[src/design/adsp_pkg.sv]
// package of the serial data and configuration port of a 16-bit converter
// assumes a 200 MHz core clock and a host that acts as serial master
package adsp_pkg;

  // ****************************************
  // word sizes and frame lengths
  // ****************************************
  localparam int WORD_BITS = 16;
  localparam int FRAME_LONG_BITS = 32;
  localparam int CNT_BITS = 6;

  // ****************************************
  // reset values
  // ****************************************
  localparam logic [15:0] RESULT_RESET = 16'h0000;
  localparam logic [15:0] CONFIG_RESET = 16'h058b;

  // ****************************************
  // configuration word field positions
  // ****************************************
  localparam int POS_START = 15;
  localparam int POS_INPUT_SEL = 12;
  localparam int POS_GAIN = 9;
  localparam int POS_MODE = 8;
  localparam int POS_KEY = 1;
  localparam int POS_RSVD = 0;
  localparam logic [1:0] WRITE_KEY_VALID = 2'h1;
  localparam logic MODE_CONTINUOUS = 1'h0;
  localparam logic MODE_SINGLE = 1'h1;

  // ****************************************
  // timing
  // ****************************************
  localparam int CLK_PERIOD_PS = 5000;
  localparam longint TIMEOUT_MS = 28;
  localparam longint TIMEOUT_CYCLES = (TIMEOUT_MS * 64'd1000000000) / CLK_PERIOD_PS;
  localparam int READY_LEAD_NS = 8;
  localparam int TIMEOUT_CNT_BITS = 23;

  // configuration word, most significant field first
  typedef struct packed {
    logic start;
    logic [2:0] input_selector;
    logic [2:0] gain_range;
    logic mode;
    logic [2:0] rate;
    logic temp_mode;
    logic pull_up;
    logic [1:0] write_key;
    logic rsvd;
  } adsp_cfg_t;

  // one finished conversion handed over by the converter
  typedef struct packed {
    logic done;
    logic [15:0] data;
  } adsp_result_t;

endpackage

[src/design/adsp_port.sv]
// serial port, result buffer and configuration word of the converter
// assumes the converter signals done / near-done as core-clock pulses;
// chip select, serial clock and data in are asynchronous pins
`timescale 1ns/1ps
`default_nettype none

// How it works
// - every frame both returns the result and takes configuration, no command
// - continuous mode starts a new conversion whenever none is running
// - single mode converts once per start bit written as one
// - result buffer only changes when a newer conversion finishes
// - data out held low while an unread result waits
// - result leaves msb first, bit 15 on first rising serial edge
// - serial input sampled on falling serial edges
// - long frame sends result then configuration readback, msb first
// - readback in long frame shows the word written earlier in it
// - frame begins with the buffered result on first rising edge
// - no new result: line high, same result returned again
// - result reads zero after reset until first conversion ends
// - result is a read-only sixteen-bit two's complement word
// - configuration word resets to 058b
// - start bit begins conversion only in single mode when idle, reads zero
// - bits 14:12 select the input pair, default 000
// - bits 11:9 select full-scale range, default 010
// - bit 8 selects continuous or single mode, single after reset
// - write only when write key field equals 01
// - serial clock held low long resets the serial interface
// - chip select high resets interface and releases data out
// - unread result in continuous mode: line returns high shortly before next result
module adsp_port #(
  parameter longint TIMEOUT_LEN = adsp_pkg::TIMEOUT_CYCLES
) (
  input wire logic i_core_clk,
  input wire logic i_rst_b,
  input wire logic i_chip_select_n,
  input wire logic i_sclk,
  input wire logic i_din,
  input wire adsp_pkg::adsp_result_t i_result,
  input wire logic i_result_soon,
  output logic o_data_out_ready_n,
  output logic o_data_out_ready_n_oe,
  output logic o_conv_start,
  output logic [2:0] o_input_selector,
  output logic [2:0] o_gain_range,
  output logic o_single_mode
);
  import adsp_pkg::*;

  initial begin
    if (TIMEOUT_LEN < 1 || TIMEOUT_LEN >= (64'd1 << TIMEOUT_CNT_BITS)) begin
      $error("TIMEOUT_LEN out of range");
    end
  end

  // ****************************************
  // pin synchronisers
  // ****************************************
  logic [1:0] cs_sync_reg;
  logic [1:0] sclk_sync_reg;
  logic [1:0] din_sync_reg;
  logic sclk_last_reg;

  always_ff @(posedge i_core_clk or negedge i_rst_b) begin
    if (!i_rst_b) begin
      cs_sync_reg <= 2'h3;
      sclk_sync_reg <= 2'h0;
      din_sync_reg <= 2'h0;
      sclk_last_reg <= 1'b0;
    end else begin
      cs_sync_reg <= {cs_sync_reg[0], i_chip_select_n};
      sclk_sync_reg <= {sclk_sync_reg[0], i_sclk};
      din_sync_reg <= {din_sync_reg[0], i_din};
      sclk_last_reg <= sclk_sync_reg[1];
    end
  end

  wire cs_high = cs_sync_reg[1];
  wire sclk_now = sclk_sync_reg[1];
  wire din_now = din_sync_reg[1];

  // ****************************************
  // frame state
  // ****************************************
  adsp_cfg_t cfg_reg;
  logic [15:0] result_reg;
  logic [15:0] tx_reg;
  logic [15:0] rx_reg;
  logic [CNT_BITS-1:0] rise_cnt_reg;
  logic [CNT_BITS-1:0] fall_cnt_reg;
  logic [TIMEOUT_CNT_BITS-1:0] idle_cnt_reg;
  logic new_data_reg;
  logic busy_reg;
  logic dout_reg;
  logic oe_reg;
  logic start_reg;

  wire active = !cs_high;
  wire sclk_rise = active && sclk_now && !sclk_last_reg;
  wire sclk_fall = active && !sclk_now && sclk_last_reg;
  wire timed_out = active && !sclk_now &&
                   (idle_cnt_reg == TIMEOUT_CNT_BITS'(TIMEOUT_LEN - 1));
  wire link_reset = cs_high || timed_out;

  wire [15:0] rx_full = {rx_reg[14:0], din_now};
  wire commit_edge = sclk_fall && (fall_cnt_reg == CNT_BITS'(WORD_BITS - 1));
  wire key_ok = rx_full[POS_KEY +: 2] == WRITE_KEY_VALID;
  wire cfg_write = commit_edge && key_ok;

  // start bit reads zero, reserved bit one
  wire [15:0] cfg_rd = {1'b0, cfg_reg[14:1], 1'b1};

  wire at_first_bit = rise_cnt_reg == '0;
  wire in_result = rise_cnt_reg < CNT_BITS'(WORD_BITS);
  wire at_readback = rise_cnt_reg == CNT_BITS'(WORD_BITS);
  wire past_frame = rise_cnt_reg >= CNT_BITS'(FRAME_LONG_BITS);
  wire frame_done = fall_cnt_reg >= CNT_BITS'(FRAME_LONG_BITS);

  // a constant input line yields key 00 or 11 and so never writes
  wire single_req = cfg_write && rx_full[POS_START] && rx_full[POS_MODE] && !busy_reg;
  wire cont_req = (cfg_reg.mode == MODE_CONTINUOUS) && !busy_reg && !start_reg;

  // ****************************************
  // serial counters
  // ****************************************
  always_ff @(posedge i_core_clk or negedge i_rst_b) begin
    if (!i_rst_b) begin
      rise_cnt_reg <= '0;
      fall_cnt_reg <= '0;
      idle_cnt_reg <= '0;
    end else if (link_reset) begin
      rise_cnt_reg <= '0;
      fall_cnt_reg <= '0;
      idle_cnt_reg <= '0;
    end else begin
      if (sclk_rise && !past_frame) begin
        rise_cnt_reg <= rise_cnt_reg + CNT_BITS'(1);
      end
      if (sclk_fall && !frame_done) begin
        fall_cnt_reg <= fall_cnt_reg + CNT_BITS'(1);
      end
      idle_cnt_reg <= sclk_now ? '0 : idle_cnt_reg + TIMEOUT_CNT_BITS'(1);
    end
  end

  // ****************************************
  // receive side
  // ****************************************
  // capture on falling edge
  always_ff @(posedge i_core_clk or negedge i_rst_b) begin
    if (!i_rst_b) begin
      rx_reg <= '0;
    end else if (sclk_fall) begin
      rx_reg <= rx_full;
    end
  end

  // reset value; fields stored as written, start stored as zero, reserved as one
  always_ff @(posedge i_core_clk or negedge i_rst_b) begin
    if (!i_rst_b) begin
      cfg_reg <= adsp_cfg_t'(CONFIG_RESET);
    end else if (cfg_write) begin
      // configuration taken inside the data frame
      cfg_reg <= adsp_cfg_t'({1'b0, rx_full[14:1], 1'b1});
    end
  end

  // ****************************************
  // conversion control and result buffer
  // ****************************************
  always_ff @(posedge i_core_clk or negedge i_rst_b) begin
    if (!i_rst_b) begin
      start_reg <= 1'b0;
      busy_reg <= 1'b0;
    end else begin
      // continuous restart; single-shot once; only when idle
      start_reg <= cont_req || single_req;
      if (start_reg) begin
        busy_reg <= 1'b1;
      end else if (i_result.done) begin
        busy_reg <= 1'b0;
      end
    end
  end

  // zero until first result; only overwritten by newer
  always_ff @(posedge i_core_clk or negedge i_rst_b) begin
    if (!i_rst_b) begin
      result_reg <= RESULT_RESET;
    end else if (i_result.done) begin
      result_reg <= i_result.data;
    end
  end

  // a result arriving as a frame starts stays flagged: set wins over clear
  always_ff @(posedge i_core_clk or negedge i_rst_b) begin
    if (!i_rst_b) begin
      new_data_reg <= 1'b0;
    end else if (i_result.done) begin
      new_data_reg <= 1'b1;
    end else if (sclk_rise && at_first_bit) begin
      new_data_reg <= 1'b0;
    end else if (i_result_soon && cfg_reg.mode == MODE_CONTINUOUS) begin
      // unread result withdrawn before the next one lands
      new_data_reg <= 1'b0;
    end
  end

  // ****************************************
  // transmit side
  // ****************************************
  // the result is copied into tx_reg at the first bit, so a result that
  // arrives mid-frame cannot tear the word being shifted out
  always_ff @(posedge i_core_clk or negedge i_rst_b) begin
    if (!i_rst_b) begin
      tx_reg <= '0;
      dout_reg <= 1'b1;
      oe_reg <= 1'b0;
    end else if (cs_high) begin
      dout_reg <= 1'b1;
      oe_reg <= 1'b0;
    end else begin
      oe_reg <= 1'b1;
      if (sclk_rise) begin
        if (at_first_bit) begin
          // bit 15 of the buffered result first
          dout_reg <= result_reg[15];
          tx_reg <= {result_reg[14:0], 1'b0};
        end else if (at_readback) begin
          dout_reg <= cfg_rd[15];
          tx_reg <= {cfg_rd[14:0], 1'b0};
        end else if (in_result || !past_frame) begin
          dout_reg <= tx_reg[15];
          tx_reg <= {tx_reg[14:0], 1'b0};
        end else begin
          dout_reg <= 1'b0;
        end
      end else if (at_first_bit || frame_done) begin
        dout_reg <= !new_data_reg;
      end
    end
  end

  // ****************************************
  // outputs
  // ****************************************
  assign o_data_out_ready_n = dout_reg;
  assign o_data_out_ready_n_oe = oe_reg;
  assign o_conv_start = start_reg;
  assign o_input_selector = cfg_reg.input_selector;
  assign o_gain_range = cfg_reg.gain_range;
  assign o_single_mode = cfg_reg.mode;

endmodule

`default_nettype wire

[config.mk]
export PLATFORM = sky130hd
export DESIGN_NAME = adsp_port
export DESIGN_NICKNAME = d
export VERILOG_FILES = /design/src/design/adsp_pkg.sv /design/src/design/adsp_port.sv
export SDC_FILE = /design/constraint.sdc
export NUM_CORES = 1
export LEC_CHECK = 0
export BUFFER_PORTS_ARGS = -buffer_cell sky130_fd_sc_hd__buf_2
export CAP_MARGIN = 20
export CORE_MARGIN = 2
export CORE_UTILIZATION = 35
export DETAILED_ROUTE_END_ITERATION = 8
export PLACE_DENSITY = 0.54
export SYNTH_ARGS = -nofsm -noshare
export SYNTH_HDL_FRONTEND = slang
export SYNTH_SLANG_ARGS = --single-unit
[constraint.sdc]
create_clock -name i_core_clk -period 2.4 [get_ports i_core_clk]
set_input_delay 0.12 -clock i_core_clk [delete_from_list [all_inputs] [get_ports i_core_clk]]
set_output_delay 0.12 -clock i_core_clk [all_outputs]
set_load 0.03 [all_outputs]
[Word-level counts from Yosys, hierarchy flattened]
Cells that the tools add are included.
Word-level totals
  flip-flop bits (word level): 108
  bits of input ports: 23
  output and inout bits: 10
  word-level logic and storage cells: 91
Operators by class
  add/subtract/negate cells: 3
  magnitude comparators: 3
  equality and inequality tests: 4
  mux-type cells: 21
  bitwise operators: 2
  reductions and logical operators: 36
Operator list (number)
  $mux W16: 3
  $mux W23: 2
  $mux W6: 4
  $add A23 B1 Y23 const B: 1
  $eq A23 B23 Y1 const B: 1
  $logic_and A1 B1 Y1: 16
  $add A6 B1 Y6 const B: 2
  $ge A6 B6 Y1 const B: 2
  $mux W1: 12
  $reduce_bool A3 Y1: 3
  $logic_not A1 Y1: 8
  $eq A6 B4 Y1 const B: 1
  $eq A6 B5 Y1 const B: 1
  $logic_not A6 Y1: 1
  $lt A6 B5 Y1 const B: 1
  $reduce_bool A2 Y1: 3
  $logic_or A1 B1 Y1: 4
  $reduce_and A3 Y1: 1
  $eq A2 B1 Y1 const B: 1
  $not A1 Y1: 2

[Depth between registers and ports, before layout]
  depth after elaboration: 9
  gate-level depth with buffers: 8
  gate-level depth less buffers: 6

[Worst setup path before layout]
OpenSTA, ideal clock, no wires.
  path kind: flip-flop to flip-flop
  from: reg cs_sync_reg[1]
  to: reg cfg_reg (netlist bit cfg_rd[5])
  setup time: 0.125 ns
  arrival time: 2.105 ns
  required time: 2.275 ns
  slack: 0.170 ns
  stages on the path, launching flop included: 8
  path buffers: 3
  clock period less this slack: 2.230 ns
  path through: dfstp_2 buf_6 nor4b_4 nand4_2 or4b_4 buf_6 buf_12 mux2_4
Between the ends
  word-level cells in the longest chain between the ends: 5
RTL lines
  start, declared: line adsp_port.sv:58  | logic [1:0] cs_sync_reg;
  start signal, assigned: line adsp_port.sv:70  | cs_sync_reg <= {cs_sync_reg[0], i_chip_select_n};
  $logic_not A1 Y1: line adsp_port.sv:97  | wire active = !cs_high;
  $logic_and A1 B1 Y1 (2 in series): line adsp_port.sv:99  | wire sclk_fall = active && !sclk_now && sclk_last_reg;
  $logic_and A1 B1 Y1: line adsp_port.sv:105  | wire commit_edge = sclk_fall && (fall_cnt_reg == CNT_BITS'(WORD_BITS - 1));
  $logic_and A1 B1 Y1: line adsp_port.sv:107  | wire cfg_write = commit_edge && key_ok;
  end signal, assigned: line adsp_port.sv:160  | cfg_reg <= adsp_cfg_t'(CONFIG_RESET);
  end signal, assigned: line adsp_port.sv:163  | cfg_reg <= adsp_cfg_t'({1'b0, rx_full[14:1], 1'b1});
  end, declared: line adsp_port.sv:84  | adsp_cfg_t cfg_reg;
Every way passes these cells.
A chain may end at the register's enable or synchronous reset.

[Final worst setup path]
  from: reg idle_cnt_reg[0]
  to: reg idle_cnt_reg[20]
Between the ends
  word-level cells in the longest chain between the ends: 4
  elaborated cells on any way between the ends: 6
  classes of those cells: add/sub: 1; eq/ne: 1; mux: 2; reduce/logical: 2
RTL lines
  start, declared: line adsp_port.sv:90  | logic [TIMEOUT_CNT_BITS-1:0] idle_cnt_reg;
  start signal, assigned: line adsp_port.sv:141  | idle_cnt_reg <= sclk_now ? '0 : idle_cnt_reg + TIMEOUT_CNT_BITS'(1);
  parallel branches: the longest is 3 deep, another holds $add A23 B1 Y23
  $mux W23 *: line adsp_port.sv:130  | end else if (link_reset) begin
Every way passes the cells marked *.

==> flow_metrics.env <==
export IMPL_die_w_um=122
export IMPL_p_per_area_nw_per_um2=701
export IMPL_first_pass_iters=4
export IMPL_worstSetupPathType="flip-flop to flip-flop"
export IMPL_drive_gt1_share_pct=26.4
export IMPL_startpoint_type="flip-flop"
export IMPL_setup_viol=0
export IMPL_rows=43
export IMPL_port_buffers=32
export IMPL_maxCapViolCount=0
export IMPL_finalPower_w=0.00401
export IMPL_n_fill_cell=1302
export IMPL_synth_fp_nets=446
export IMPL_ant_nets=0
export IMPL_cp_max_fo=7
export IMPL_synth_top_area_share_pct=51.0
export IMPL_antennaDiodeCount=0
export IMPL_io_pins=33
export IMPL_layout_nets=492
export IMPL_required_ns=2.65
export IMPL_synth_warning_count=0
export IMPL_drc=0
export IMPL_arrival_ns=2.37
export IMPL_clock_latency_ns=0.36
export IMPL_synth_distinct_cells=47
export IMPL_synth_edff_count=0
export IMPL_initial_core_util_pct=35.4
export IMPL_clock_sinks=107
export IMPL_syn_instance_count=418
export IMPL_track_usage_pct=13.8
export IMPL_rsz0062_at_grt="no"
export IMPL_r2r_cells=5
export IMPL_via_count=3223
export IMPL_fmax_mhz=473
export IMPL_clockBufferDepth=2
export IMPL_drv_slew=0
export IMPL_antenna_found_initial=0
export IMPL_ys_ff_latch=107
export IMPL_clock_tree_root_cell="clkbuf_16"
export IMPL_gp_congestion=0.776
export IMPL_h_tree_depth=3
export IMPL_setup_tns_final_ns=0
export IMPL_p_leak_nw=2.47
export IMPL_post_cts_buffers=0
export IMPL_max_slew_margin_rel_pct=57.8
export IMPL_yosysTopAreaCell="dfrtp_1"
export IMPL_tritoncts="yes"
export IMPL_hold_path_cell_count=4
export IMPL_min_period_ns=2.12
export IMPL_rrSetupSlack_ns=0.28
export IMPL_synth_area_leaders="dfrtp_1 (51%), mux2_2 (8.6%), nor3_1 (4.7%)"
export IMPL_drt_vias_per_instance=4.97
export IMPL_dp_hpwl_um=6390
export IMPL_cts_inserted_buffers=9
export IMPL_end_kind="flip-flop"
export IMPL_ys_seq_area_share_pct=55.3
export IMPL_area_growth_pct=17.9
export IMPL_avgSynthCellArea_um2=11.6
export IMPL_synth_area_um2=4860
export IMPL_hold_start="i_result_soon"
export IMPL_tightest_slew_ns=0.633
export IMPL_vdd_drop_max_v=0.000414
export IMPL_die_y_um=122
export IMPL_holdPathEnd="new_data_reg$_DFFE_PN0P_"
export IMPL_rr_endpoint="idle_cnt_reg[20]$_DFF_PN0_"
export IMPL_wl_per_cell_um=14.5
export IMPL_grt_overflow=0
export IMPL_ys_flop_type="dfrtp_1"
export IMPL_drt_iter0_drc=122
export IMPL_worstReg2RegStart="idle_cnt_reg[0]$_DFF_PN0_"
export IMPL_hold_path_class="primary input to flip-flop"
export IMPL_grt_pass1_vias=3217
export IMPL_drt_wl_total_um=9390
export IMPL_synthArstFlopShare_pct=100
export IMPL_largest_register_ffs=23
export IMPL_outcome="finished clean"
export IMPL_coreArea_um2=13700
export IMPL_finalCritPeriodShare_pct=88.2
export IMPL_path_clk_slew_ns=0.09
export IMPL_skew_ns=0.0114
export IMPL_cts_resized=0
export IMPL_grt_max_degree=76
export IMPL_hold_violations=0
export IMPL_grt_first_pass_wirelength_um=16000
export IMPL_die_area_um2=14800
export IMPL_cts_hold_buf=20
==> cells in the final DEF, fill, tap and decap left out, types with 8 or more instances in the layout <==
| cell | n |
|---|---|
| o21ai_0 | 8 |
| nand3_1 | 10 |
| nand2_1 | 11 |
| dlygate4sd3_1 | 20 |
| a211oi_1 | 8 |
| dfstp_2 | 8 |
| nor2_1 | 24 |
| clkbuf_16 | 9 |
| mux2i_1 | 14 |
| xnor2_1 | 10 |
| buf_2 | 31 |
| mux2_2 | 37 |
| inv_1 | 12 |
| dfrtp_1 | 99 |
| xor2_1 | 12 |
| buf_4 | 14 |
| a21oi_1 | 30 |
| nor3_1 | 46 |
==> power breakdown <==
part | internal (W) | switching [W] | leakage, nW
Clock | 0.000755 | 0.000769 | 0.154
Combinational | 0.000207 | 0.000195 | 0.959
Sequential | 0.00198 | 0.000112 | 1.35
==> stage by stage <==
step	hold WS (ns)	util, %	instance area (um2)	setup slack (ns)	cells
after floorplan	-0.176	-	4860	0.170	418
after global placement	0.0921	38.0	5210	0.332	613
after detailed placement	0.101	38.0	5210	0.278	613
after CTS	0.136	41.7	5730	0.268	649
after global routing	0.150	41.7	5730	0.155	649
final	0.150	41.7	5730	0.284	649
==> cells by family after synthesis <==
| group | synth area share, % |
|---|---|
| simple gates | 14.9 |
| buf+inv | 4.46 |
| xor+xnor | 3.97 |
| compound gates | 6.44 |
| fa+ha+maj | 1.29 |
| mux | 13.6 |
| flops | 55.3 |
==> Yosys cell counts (all sizes together) (10+ instances only) <==
cell type / n
inv: 12
mux2: 44
nor3: 46
xor2: 12
xnor2: 10
clkbuf: 19
a21oi: 30
nand2: 11
buf: 12
dfrtp: 99
nand3: 10
mux2i: 14
nor2: 24
==> critical path, cell delays in order, from the launching register on <==
cell      delay, ns
dfrtp_1        0.39
ha_1           0.21
nand3_1        0.15
or4_1          0.66
or3_1          0.34
a211oi_1       0.27
==> routing by layer <==
metal	vias to the layer above	wire (um)	GRT usage (%)	share of wire (%)
li1	1568	-	-	-
met2	31	4180	20.4	45
met1	1613	4830	19.7	51
met3	11	177	2.43	1.9
met5	-	0	0	0
met4	0	197	6.47	2.1
==> cell type report <==
type	count	area (um2)	share of cell area, %
clock inverter	7	91.3	1.60
timing repair buffer	66	480	8.39
multi-input combinational	268	1970	34.4
tap	180	225	3.93
sequential	107	2690	46.9
clock buffer	9	225	3.93
inverter	12	45.0	0.787
==> worst max path at each step <==
stage                               from                         end  cells after the start  slack [ns]
2_1_floorplan   cs_sync_reg[1]$_DFF_PN1_       cfg_rd[5]$_DFFE_PN0N_                      7        0.17
3_3_place_gp   idle_cnt_reg[0]$_DFF_PN0_  idle_cnt_reg[18]$_DFF_PN0_                      5        0.33
5_1_grt        idle_cnt_reg[0]$_DFF_PN0_  idle_cnt_reg[20]$_DFF_PN0_                      5        0.16
3_5_place_dp   idle_cnt_reg[0]$_DFF_PN0_  idle_cnt_reg[20]$_DFF_PN0_                      5        0.28
4_1_cts        idle_cnt_reg[0]$_DFF_PN0_  idle_cnt_reg[20]$_DFF_PN0_                      5        0.27
6_report       idle_cnt_reg[0]$_DFF_PN0_  idle_cnt_reg[20]$_DFF_PN0_                      5        0.28
Power figures use the tool's default switching activity.
